`config.mk`:
```
export PLATFORM = sky130hd
export DESIGN_NAME = host_wakeup_chirp_detect
export DESIGN_NICKNAME = d
export VERILOG_FILES = /design/src/pkg/hwcd_pkg.sv /design/src/hw/line_hold_filter.sv /design/src/hw/host_wakeup_chirp_detect.sv
export VERILOG_INCLUDE_DIRS = /design/src /design/src/pkg
export SDC_FILE = /design/constraint.sdc
export NUM_CORES = 1
export LEC_CHECK = 0
export BUFFER_PORTS_ARGS = -buffer_cell sky130_fd_sc_hd__buf_2
export CORE_MARGIN = 1.5
export CORE_UTILIZATION = 50
export CTS_CLUSTER_DIAMETER = 50
export DETAILED_ROUTE_END_ITERATION = 16
export MAX_ROUTING_LAYER = met4
export PLACE_DENSITY_LB_ADDON = 0.05
export REMOVE_ABC_BUFFERS = 1
export SETUP_SLACK_MARGIN = 0.5
export SYNTH_ARGS = -nofsm -noshare
export SYNTH_HDL_FRONTEND = slang
export SYNTH_SLANG_ARGS = --single-unit
```
`constraint.sdc`:
```
create_clock -name clock -period 4.8 [get_ports clock]
set_clock_uncertainty 0.15 [all_clocks]
set_input_delay 0.24 -clock clock [delete_from_list [all_inputs] [get_ports clock]]
set_output_delay 0.24 -clock clock [all_outputs]
set_load 0.02 [all_outputs]
```
`src/pkg/host_wakeup_chirp_detect_params.svh`:
```
// Offsets, field positions, reset values and timing counts of the line-event detectors
`ifndef HOST_WAKEUP_CHIRP_DETECT_PARAMS_SVH
`define HOST_WAKEUP_CHIRP_DETECT_PARAMS_SVH

// Clock rate
`define HWCD_CLK_MHZ         40

// K filter: more than 2.5 us, so one cycle beyond the exact figure
`define HWCD_KFILT_NS        2500
`define HWCD_KFILT_CYC       ((`HWCD_KFILT_NS * `HWCD_CLK_MHZ) / 1000 + 1)

// Chirp must end no later than 7.0 ms after reset began (longest, rounds down)
`define HWCD_CHIRP_END_US    7000
`define HWCD_CHIRP_END_CYC   (`HWCD_CHIRP_END_US * `HWCD_CLK_MHZ)

// A valid chirp lasts at least 1.0 ms (least, rounds up)
`define HWCD_CHIRP_MIN_US    1000
`define HWCD_CHIRP_MIN_CYC   ((`HWCD_CHIRP_MIN_US * `HWCD_CLK_MHZ * 1000 + 999) / 1000)

// Resume K must start before 1 ms from wake K onset (longest, rounds down)
`define HWCD_RESUME_LIMIT_US  1000
`define HWCD_RESUME_LIMIT_CYC (`HWCD_RESUME_LIMIT_US * `HWCD_CLK_MHZ)

// Register byte offsets
`define HWCD_OFS_CTRL        12'h000
`define HWCD_OFS_STATE       12'h004
`define HWCD_OFS_STATUS      12'h008
`define HWCD_OFS_MASK        12'h00C
`define HWCD_OFS_LINE        12'h010

// Control register fields
`define HWCD_CTRL_REQ_LSB    0
`define HWCD_CTRL_REQ_MSB    2
`define HWCD_CTRL_ALLOW_BIT  8

// Event status and mask bit positions
`define HWCD_EV_WAKE         0
`define HWCD_EV_GOOD         1
`define HWCD_EV_FAIL         2

// Reset values
`define HWCD_ALLOW_RST       1'b0
`define HWCD_MASK_RST        3'h0
`define HWCD_STATUS_RST      3'h0

// State-change request codes
`define HWCD_CMD_NONE        3'h0
`define HWCD_CMD_IDLE        3'h1
`define HWCD_CMD_SUSPEND     3'h2
`define HWCD_CMD_RESET       3'h3
`define HWCD_CMD_RESUME      3'h4
`define HWCD_CMD_OPER        3'h5

// Line condition codes at full speed
`define HWCD_LINE_SE0        2'h0
`define HWCD_LINE_J          2'h1
`define HWCD_LINE_K          2'h2

`endif

```
`src/pkg/hwcd_pkg.sv`:
```
// Types shared by the line-event detector design
package hwcd_pkg;

   typedef enum logic [2:0] {
      ST_IDLE        = 3'b000,
      ST_SUSPEND     = 3'b001,
      ST_RESET       = 3'b010,
      ST_RESUME      = 3'b011,
      ST_OPERATIONAL = 3'b100
   } host_state_t;

   typedef enum logic [1:0] {
      CH_OFF  = 2'b00,
      CH_WAIT = 2'b01,
      CH_IN_K = 2'b10
   } chirp_state_t;

endpackage

```
`src/hw/line_hold_filter.sv`:
```
// Counts how long a line level has held and flags when it passes a threshold
`timescale 1ns/1ps

module line_hold_filter #(
   parameter int          CW     = 8,
   parameter logic [CW-1:0] THRESH = 8'h65
) (
   input  wire logic          clock,
   input  wire logic          sys_rst,
   input  wire logic          enable,
   input  wire logic          level,
   output logic               held,
   output logic [CW-1:0]      holdCount
);

   // Saturates so a long level never wraps into a false restart
   always_ff @(posedge clock or posedge sys_rst) begin
      if (sys_rst) begin
         holdCount <= '0;
      end else if (!enable || !level) begin
         holdCount <= '0;
      end else if (holdCount != THRESH) begin
         holdCount <= holdCount + 1'b1;
      end
   end

   always_ff @(posedge clock or posedge sys_rst) begin
      if (sys_rst) begin
         held <= 1'b0;
      end else begin
         held <= enable && level && (holdCount >= THRESH - 1'b1);
      end
   end

endmodule

```
`src/hw/host_wakeup_chirp_detect.sv`:
```
// Host-port remote-wakeup and device-chirp detectors with APB registers
`timescale 1ns/1ps
`include "host_wakeup_chirp_detect_params.svh"

// Notes on behaviour
// - Wake detection runs the same sequence and timing for full- and low-speed devices.
// - A wake K counts only after it has held more than 2.5 us, then sets the wake flag.
// - Resume K starts on the resume command, and never later than 1 ms after K onset.
// - The chirp detector runs only in the bus-reset state and is armed by that command.
// - A chirp is recognised only after K has held more than 2.5 us.
// - A recognised chirp of at least 1.0 ms ending by 7.0 ms after reset sets chirp-good.
// - A recognised chirp still running at 7 ms after reset sets chirp-fail.
// - The chirp detector turns itself off as it raises chirp-good or chirp-fail.
// - Wake detection runs only in suspend and only with wake detection allowed.
// - A detected wake is reported in the wake bit of the event status register.
module host_wakeup_chirp_detect #(
   parameter int        TW               = 20,
   parameter int        FW               = 8,
   parameter logic [TW-1:0] CHIRP_END_CYC    = TW'(`HWCD_CHIRP_END_CYC),
   parameter logic [TW-1:0] CHIRP_MIN_CYC    = TW'(`HWCD_CHIRP_MIN_CYC),
   parameter logic [TW-1:0] RESUME_LIMIT_CYC = TW'(`HWCD_RESUME_LIMIT_CYC)
) (
   input  wire logic        clock,
   input  wire logic        sys_rst,
   input  wire logic        psel,
   input  wire logic        penable,
   input  wire logic        pwrite,
   input  wire logic [11:0] paddr,
   input  wire logic [31:0] pwdata,
   output logic [31:0]      prdata,
   output logic             pready,
   output logic             pslverr,
   input  wire logic [1:0]  bus_line_condition,
   input  wire logic        lowSpeedPort,
   output logic             resumeDrive,
   output logic             busResetDrive,
   output logic             irq
);

   localparam logic [FW-1:0] KFILT_CYC = FW'(`HWCD_KFILT_CYC);
   // Two cycles of margin so the resume K is on the bus before the limit
   localparam logic [TW-1:0] AUTO_RESUME_CYC = RESUME_LIMIT_CYC - TW'(2);

   hwcd_pkg::host_state_t  hostMode_r;
   hwcd_pkg::chirp_state_t chirpState_r;

   logic          allow_r;
   logic [2:0]    status_r;
   logic [2:0]    status_nxt;
   logic [2:0]    mask_r;
   logic [2:0]    readSnap_r;
   logic [TW-1:0] wakeAge_r;
   logic          wakePending_r;
   logic [TW-1:0] resetAge_r;
   logic [TW-1:0] chirpLen_r;
   logic          wakeHeld;
   logic          wakeHeldDly_r;
   logic          chirpHeld;
   logic          lineK;
   logic          inReset;
   logic          setupPhase;
   logic          accessPhase;
   logic          mapped;
   logic          ctrlWrite;
   logic [2:0]    request;
   logic          autoResume;
   logic          wakeEvent;
   logic          chirpGood;
   logic          chirpFail;
   logic          wakeActive;
   logic          chirpWaiting;

   // Low-speed J and K are swapped on the wires; decode hides the speed
   function automatic logic isK(input logic [1:0] line, input logic ls);
      isK = ls ? (line == `HWCD_LINE_J) : (line == `HWCD_LINE_K);
   endfunction

   function automatic logic isMapped(input logic [11:0] addr);
      isMapped = (addr == `HWCD_OFS_CTRL) || (addr == `HWCD_OFS_STATE) ||
                 (addr == `HWCD_OFS_STATUS) || (addr == `HWCD_OFS_MASK) ||
                 (addr == `HWCD_OFS_LINE);
   endfunction

   assign lineK = isK(bus_line_condition, lowSpeedPort);

   // ---------------- APB slave ----------------
   assign setupPhase  = psel && !penable;
   assign accessPhase = psel && penable;
   assign mapped      = isMapped(paddr);
   // Zero wait states: every register answers in its access cycle
   assign pready      = 1'b1;
   assign pslverr     = accessPhase && !mapped;
   assign ctrlWrite   = accessPhase && pwrite && (paddr == `HWCD_OFS_CTRL);
   assign request     = ctrlWrite ? pwdata[`HWCD_CTRL_REQ_MSB:`HWCD_CTRL_REQ_LSB]
                                  : `HWCD_CMD_NONE;

   // Read data is captured in the setup cycle so it is stable in the access cycle
   always_ff @(posedge clock or posedge sys_rst) begin
      if (sys_rst) begin
         prdata <= 32'h0;
      end else if (setupPhase && !pwrite) begin
         case (paddr)
            `HWCD_OFS_CTRL:   prdata <= {23'h0, allow_r, 8'h0};
            `HWCD_OFS_STATE:  prdata <= {29'h0, hostMode_r};
            `HWCD_OFS_STATUS: prdata <= {29'h0, status_r};
            `HWCD_OFS_MASK:   prdata <= {29'h0, mask_r};
            `HWCD_OFS_LINE:   prdata <= {30'h0, bus_line_condition};
            default:          prdata <= 32'h0;
         endcase
      end
   end

   // Only the bits that software actually saw are cleared by the read
   always_ff @(posedge clock or posedge sys_rst) begin
      if (sys_rst) begin
         readSnap_r <= 3'h0;
      end else if (setupPhase) begin
         readSnap_r <= (!pwrite && paddr == `HWCD_OFS_STATUS) ? status_r : 3'h0;
      end
   end

   always_ff @(posedge clock or posedge sys_rst) begin
      if (sys_rst) begin
         allow_r <= `HWCD_ALLOW_RST;
      end else if (ctrlWrite) begin
         allow_r <= pwdata[`HWCD_CTRL_ALLOW_BIT];
      end
   end

   always_ff @(posedge clock or posedge sys_rst) begin
      if (sys_rst) begin
         mask_r <= `HWCD_MASK_RST;
      end else if (accessPhase && pwrite && paddr == `HWCD_OFS_MASK) begin
         mask_r <= pwdata[2:0];
      end
   end

   // ---------------- Event status ----------------
   always_comb begin
      status_nxt = status_r;
      if (accessPhase && !pwrite && paddr == `HWCD_OFS_STATUS) begin
         status_nxt = status_nxt & ~readSnap_r;
      end
      // Set wins over a clear in the same cycle
      if (wakeEvent) begin
         status_nxt[`HWCD_EV_WAKE] = 1'b1;
      end
      if (chirpGood) begin
         status_nxt[`HWCD_EV_GOOD] = 1'b1;
      end
      if (chirpFail) begin
         status_nxt[`HWCD_EV_FAIL] = 1'b1;
      end
   end

   always_ff @(posedge clock or posedge sys_rst) begin
      if (sys_rst) begin
         status_r <= `HWCD_STATUS_RST;
      end else begin
         status_r <= status_nxt;
      end
   end

   assign irq = |(status_r & mask_r);

   // ---------------- Host state ----------------
   // Requests that are illegal from the current state are ignored
   always_ff @(posedge clock or posedge sys_rst) begin
      if (sys_rst) begin
         hostMode_r <= hwcd_pkg::ST_IDLE;
      end else begin
         case (request)
            `HWCD_CMD_IDLE: begin
               hostMode_r <= hwcd_pkg::ST_IDLE;
            end
            `HWCD_CMD_SUSPEND: begin
               if (hostMode_r == hwcd_pkg::ST_OPERATIONAL) begin
                  hostMode_r <= hwcd_pkg::ST_SUSPEND;
               end
            end
            `HWCD_CMD_RESET: begin
               hostMode_r <= hwcd_pkg::ST_RESET;
            end
            `HWCD_CMD_RESUME: begin
               if (hostMode_r == hwcd_pkg::ST_SUSPEND) begin
                  hostMode_r <= hwcd_pkg::ST_RESUME;
               end
            end
            `HWCD_CMD_OPER: begin
               if (hostMode_r == hwcd_pkg::ST_RESET || hostMode_r == hwcd_pkg::ST_RESUME) begin
                  hostMode_r <= hwcd_pkg::ST_OPERATIONAL;
               end
            end
            default: begin
               // Firmware late: hardware starts resume itself to meet the limit
               if (autoResume) begin
                  hostMode_r <= hwcd_pkg::ST_RESUME;
               end
            end
         endcase
      end
   end

   // Flags and drives follow the state, never the request being decoded
   assign inReset = (hostMode_r == hwcd_pkg::ST_RESET);

   always_ff @(posedge clock or posedge sys_rst) begin
      if (sys_rst) begin
         resumeDrive   <= 1'b0;
         busResetDrive <= 1'b0;
      end else begin
         resumeDrive   <= (hostMode_r == hwcd_pkg::ST_RESUME);
         busResetDrive <= inReset;
      end
   end

   // ---------------- Remote wakeup ----------------
   assign wakeActive = (hostMode_r == hwcd_pkg::ST_SUSPEND) && allow_r;

   line_hold_filter #(
      .CW     (FW),
      .THRESH (KFILT_CYC)
   ) wakeFilter (
      .clock     (clock),
      .sys_rst   (sys_rst),
      .enable    (wakeActive),
      .level     (lineK),
      .held      (wakeHeld),
      .holdCount ()
   );

   always_ff @(posedge clock or posedge sys_rst) begin
      if (sys_rst) begin
         wakeHeldDly_r <= 1'b0;
      end else begin
         wakeHeldDly_r <= wakeHeld;
      end
   end

   assign wakeEvent = wakeHeld && !wakeHeldDly_r && wakeActive;

   // Age from K onset; the filter time is already behind us at recognition
   always_ff @(posedge clock or posedge sys_rst) begin
      if (sys_rst) begin
         wakePending_r <= 1'b0;
         wakeAge_r     <= '0;
      end else if (hostMode_r != hwcd_pkg::ST_SUSPEND) begin
         wakePending_r <= 1'b0;
         wakeAge_r     <= '0;
      end else if (wakeEvent) begin
         wakePending_r <= 1'b1;
         wakeAge_r     <= TW'(KFILT_CYC) + TW'(1);
      end else if (wakePending_r && wakeAge_r != AUTO_RESUME_CYC) begin
         wakeAge_r <= wakeAge_r + TW'(1);
      end
   end

   // Limitation: a late firmware resume is covered, but no flag reports it
   assign autoResume = wakePending_r && (wakeAge_r == AUTO_RESUME_CYC);

   // ---------------- Device chirp ----------------
   assign chirpWaiting = (chirpState_r == hwcd_pkg::CH_WAIT);

   line_hold_filter #(
      .CW     (FW),
      .THRESH (KFILT_CYC)
   ) chirpFilter (
      .clock     (clock),
      .sys_rst   (sys_rst),
      .enable    (chirpWaiting),
      .level     (lineK),
      .held      (chirpHeld),
      .holdCount ()
   );

   // Time since the bus-reset request
   // Saturates at the end time, so a stuck K is flagged only once
   always_ff @(posedge clock or posedge sys_rst) begin
      if (sys_rst) begin
         resetAge_r <= '0;
      end else if (request == `HWCD_CMD_RESET) begin
         resetAge_r <= '0;
      end else if (inReset && resetAge_r != CHIRP_END_CYC) begin
         resetAge_r <= resetAge_r + TW'(1);
      end
   end

   // Gated by the state too: the chirp state lags a reset exit by one cycle
   assign chirpGood = inReset && (chirpState_r == hwcd_pkg::CH_IN_K) && !lineK &&
                      (chirpLen_r >= CHIRP_MIN_CYC) && (resetAge_r < CHIRP_END_CYC);
   assign chirpFail = inReset && (chirpState_r == hwcd_pkg::CH_IN_K) &&
                      (resetAge_r == CHIRP_END_CYC);

   always_ff @(posedge clock or posedge sys_rst) begin
      if (sys_rst) begin
         chirpState_r <= hwcd_pkg::CH_OFF;
      end else if (request == `HWCD_CMD_RESET) begin
         chirpState_r <= hwcd_pkg::CH_WAIT;
      end else if (!inReset) begin
         chirpState_r <= hwcd_pkg::CH_OFF;
      end else begin
         case (chirpState_r)
            hwcd_pkg::CH_WAIT: begin
               if (chirpHeld) begin
                  chirpState_r <= hwcd_pkg::CH_IN_K;
               end else if (resetAge_r == CHIRP_END_CYC) begin
                  // No chirp at all: a full-speed device, nothing to flag
                  chirpState_r <= hwcd_pkg::CH_OFF;
               end
            end
            hwcd_pkg::CH_IN_K: begin
               if (chirpGood || chirpFail) begin
                  chirpState_r <= hwcd_pkg::CH_OFF;
               end else if (!lineK) begin
                  // Too short to be a chirp: keep watching
                  chirpState_r <= hwcd_pkg::CH_WAIT;
               end
            end
            default: begin
               chirpState_r <= hwcd_pkg::CH_OFF;
            end
         endcase
      end
   end

   // Chirp length counted from K onset
   always_ff @(posedge clock or posedge sys_rst) begin
      if (sys_rst) begin
         chirpLen_r <= '0;
      end else if (chirpWaiting) begin
         chirpLen_r <= TW'(KFILT_CYC) + TW'(1);
      end else if (chirpState_r == hwcd_pkg::CH_IN_K && chirpLen_r != CHIRP_END_CYC) begin
         chirpLen_r <= chirpLen_r + TW'(1);
      end
   end

endmodule

```
* Yosys cells after proc, flatten, opt, wreduce, memory -nomap -nowiden
Index checks and enable logic that the tools add are counted.
Word-level totals: word-level logic and storage cells 150, output and inout port bits 37, flip-flop bits (word level) 129
Cells by class: reductions and logical operators 55, muxes and demuxes 33, bitwise operators 3, magnitude comparators 4, equality and inequality tests 30, add/sub/neg operators 5
Operators with widths (number):
- two-way mux 20 bit | 7
- adder 20 x 1 -> 20 bit (second input constant) | 3
- one-hot mux 9 bit (5 select lines) | 1
- inequality test 20 x 19 -> 1 bit (second input constant) | 2
- two-way mux 8 bit | 4
- logical AND 1 bit | 26
- == test 12 x 4 -> 1 bit (second input constant) | 2
- two-way mux 3 bit | 7
- == test 20 x 16 -> 1 bit (second input constant) | 1
- == test 20 x 19 -> 1 bit (second input constant) | 1
- >= comparator 20 x 16 -> 1 bit (second input constant) | 1
- < comparator 20 x 19 -> 1 bit (second input constant) | 1
- inequality test 20 x 16 -> 1 bit (second input constant) | 1
- adder 8 x 1 -> 8 bit (second input constant) | 2
- >= comparator 8 x 7 -> 1 bit (second input constant) | 2
- inequality test 8 x 7 -> 1 bit (second input constant) | 2
- nonzero test 2 bit | 8
- one-hot mux 3 bit (5 select lines) | 1
- == test 12 x 3 -> 1 bit (second input constant) | 1
- == test 12 x 5 -> 1 bit (second input constant) | 1
- == test 3 x 2 -> 1 bit (second input constant) | 4
- zero test 12 bit | 1
- two-way mux 2 bit | 6
- inequality test 5 bit (second input constant) | 2
- other kinds (17) | 43

* Depth between registers and ports, before layout
depth in word-level cells 11, mapped depth 8, mapped depth without buffers 7

* Modules after synthesis
From an unflattened synthesis, not the netlist that was laid out.
Unflattened totals: cells, all modules 614, area total of the unflattened synthesis 5694.2 µm²
Modules (own cells, without submodules):
- host_wakeup_chirp_detect | cells each 508, seq. area each 2077.0 µm², times used 1, area each 4680.7 µm²
- line_hold_filter | cells each 53, seq. area each 225.2 µm², times used 2, area each 506.7 µm²

* Least setup slack after synthesis
Ideal clock, no wire load.
path kind register to register, start register chirpLen_r[2], end register chirpLen_r[5], arrival 2217 ps, required time 4518 ps, library setup time 132 ps, setup slack 2301 ps, cell stages (with the launch flop) 7, path through dfrtp_1 or4b_1 or4_4 o2111ai_4 buf_6 nor3_2 or3b_1
On the way: word-level cells in the longest chain between the ends 3
Ends and longest elaborated chain:
- start: declaration | line host_wakeup_chirp_detect.sv:55 | logic [TW-1:0] chirpLen_r;
- start signal: assignment | line host_wakeup_chirp_detect.sv:331 | chirpLen_r <= TW'(KFILT_CYC) + TW'(1);
- start signal: assignment | line host_wakeup_chirp_detect.sv:333 | chirpLen_r <= chirpLen_r + TW'(1);
- adder 20 x 1 -> 20 bit / inequality test 20 x 19 -> 1 bit (equally long branches) | line host_wakeup_chirp_detect.sv:333, host_wakeup_chirp_detect.sv:332
- two-way mux 20 bit / logical AND 1 bit (equally long branches) | line host_wakeup_chirp_detect.sv:332 | end else if (chirpState_r == hwcd_pkg::CH_IN_K && chirpLen_r != CHIRP_END_CYC) begin
- two-way mux 20 bit / nonzero test 2 bit (equally long branches)
Parallel ways exist; a longest one is shown, timed or not. The select of a mux whose other input is x is not followed. A chain may end at the register's enable or synchronous reset.

* Worst setup path after layout
start register chirpLen_r[2], end register chirpLen_r[6]
The elaborated chain is that of the path after synthesis.

==> reports/results.ini <==
[placed_design]
hpwl_um=8080
port_buffers=31
gp_congestion=0.883

[routing]
drt-initial-drc-count=208
routedWlPerCell_um=14.8
via_count=4404
routed_wl_um=11600
detail-route-antenna-nets=0
drc_errors=0
vias_per_cell=5.62
drtPass1Iterations=4

[critical_path]
path_delay_family=simple AND/OR/NAND/NOR gates
slowest_stage=o211ai_1
start_kind=flip-flop
cp.required_ns=4.88
crit_arrival_ns=3.04
worst-setup-path-type=flip-flop to flip-flop
cpPeakStageDelay_ns=0.66
cp_num_buf_inv=0
cp-end-kind=flip-flop
critPathMaxFanout=11
cp_cell_sequence=or4b_1 -> or4_4 -> o211ai_1 -> nor3_1 -> or3b_1

[final_layout]
final_cell_mix=dfrtp_1 (101), nor2_1 (68), nand2_1 (39)
diodes=0
final_core_util=0.563
fin_nets=704
drive_gt1_frac=0.117
syn_to_final_growth_pct=8.08
final_common_cell=dfrtp_1

[yosys]
synthFlopType=dfrtp_1
synth-seq-cells=101
yosysWarnings=0
syn_area_per_cell_um2=9.34
async_flop_share=1.00
ys_types=68
synth_area_mm2=0.00572
synth-edff-count=0
synth_cells=612
yosysSeqAreaShare=0.442

[die]
row_count=38
die_h_um=110
die_area_mm2=0.0121
start_util=0.521
io_pins=89
core_mm2=0.0110
die_w_um=110

[clock_tree]
postCtsSetupBuffers=0
clk_path_buf_depth=2
h-tree-depth=3
numCtsBuffers=9
cts-root-buf=clkbuf_16
clkLatencyLatePin_ns=0.35
cts_sinks=101
cts_resized=0
clkTransAtPathRegs_ns=0.07
cts_tree=built

[timing]
period_share=0.617
rsz0062_at_grt=no
fmax_ghz=0.338
setup_viol=0
setup_tns_ns=0
worstMarginPinSlew_ns=0.975
slew_viol_final=0
hold_viol_final=0
relSlewSlack=0.344
timing.final.crit_period_ns=2.96

[global_route]
grt_overflow=0
grt_max_degree=55
grt_pass1_wl_um=19600
antenna_found_initial=0
grt.total_usage=0.216
grt_pass1_vias=4118

[power_and_ir_drop]
power_density_mw_per_mm2=272
leakage_uw=0.00253
power_uw=1680
peakVddDrop_mv=0.263

[flow_run]
maxCapViolCount=0

[hold_path]
hold_path.class=input pin to flip-flop

[status]
status=finished clean

==> where the power goes <==
part / leakage (uW) / internal [uW] / switching [uW] / total (uW)
Clock: 0.000136 / 419 / 309 / 728
Combinational: 0.00109 / 22.9 / 65.8 / 88.7
Sequential: 0.00130 / 856 / 6.15 / 862
==> synth_stat cells, drive strengths merged, types with 2 or more instances <==
cell	count	share of area
nand2	39	0.026
inv	28	0.018
nor2b	10	0.011
and2	3	0.0033
nor2	68	0.045
or4	8	0.012
nand4b	2	0.0031
nor3b	2	0.0026
nand2b	3	0.0033
conb	2	0.0013
nand3	28	0.025
o31ai	7	0.0092
or4b	2	0.0035
mux2i	4	0.0070
o211ai	5	0.0066
a22o	3	0.0046
or3	19	0.021
xor2	24	0.037
nor4b	6	0.0092
or2	6	0.0066
mux2	11	0.022
xnor2	18	0.028
nor4	12	0.013
nor4bb	2	0.0035
a31oi	6	0.0066
dfrtp	101	0.44
nand4	14	0.015
ha	14	0.031
or3b	3	0.0046
clkbuf	13	0.0085
o21ai	32	0.028
o2111ai	5	0.011
buf	33	0.043
a22oi	2	0.0026
a21oi	26	0.023
nor3	17	0.016
nand3b	4	0.0053
and3	7	0.0077
and4	4	0.0061
==> sequential cells by signal (all words and copies together), names as in the netlist, 2 cells and up <==
register,cells
chirpLen_r,20
mask_r,3
wakeFilter.holdCount,8
hostMode_r,3
resetAge_r,20
wakeAge_r,20
prdata,4
chirpFilter.holdCount,8
readSnap_r,3
status_r,3
chirpState_r,2
==> per-stage QoR <==
stage | std cells | area, um^2 | hold slack, ns | worst slack, ns
after floorplan | 593 | 5520 | 0.204 | 1.76
after global placement | 765 | 5860 | 0.219 | 1.63
after detailed placement | 765 | 5860 | 0.227 | 1.61
after CTS | 783 | 6180 | 0.0311 | 1.81
after global routing | 783 | 6180 | 0.0400 | 1.74
final | 783 | 6180 | 0.0478 | 1.84
==> cells by family after synthesis <==
family,Yosys count,synth area share
flops,101,0.442
compound gates,104,0.119
simple gates,260,0.244
buf+inv,74,0.0700
other cells,2,0.00131
fa+ha+maj,14,0.0306
mux,15,0.0287
xor+xnor,42,0.0643
==> path summary, 6_finish.rpt <==
kind | from | end | slack, ns | cells after the start
max | chirpLen_r[2] | chirpLen_r[6] | 1.84 | 5
min | pwdata[2] | mask_r[2] | 0.05 | 2
max reg2reg | chirpLen_r[2] | chirpLen_r[6] | 1.84 | 5
min reg2reg | wakeFilter.held | wakeHeldDly_r | 0.24 | 0
max in group asynchronous | sys_rst | wakeAge_r[2] | 3.03 | 4
min in group asynchronous | sys_rst | wakeAge_r[12] | 0.40 | 3
==> area by class of cell <==
type | count | area (um^2)
inverters | 28 | 108
well taps | 140 | 175
repair buffers | 34 | 183
fillers | 989 | 4800
clock buffers | 13 | 250
flip-flops and latches | 101 | 2530
multi-input cells | 464 | 2890
clock inverters | 3 | 45.0
==> timing repair <==
item,4_1_cts,5_1_grt
setup endpoints to repair,0,0
hold buffers,2,0
hold endpoints to repair,54,0
==> layer usage <==
layer / vias to the layer above / share of wire / track usage
met5: - / 0 / -
met4: 0 / 0.0089 / 0.0529
met3: 7 / 0.039 / 0.0593
met2: 92 / 0.48 / 0.341
met1: 2119 / 0.48 / 0.278
li1: 2186 / - / -
Power figures use the tool's default switching activity.
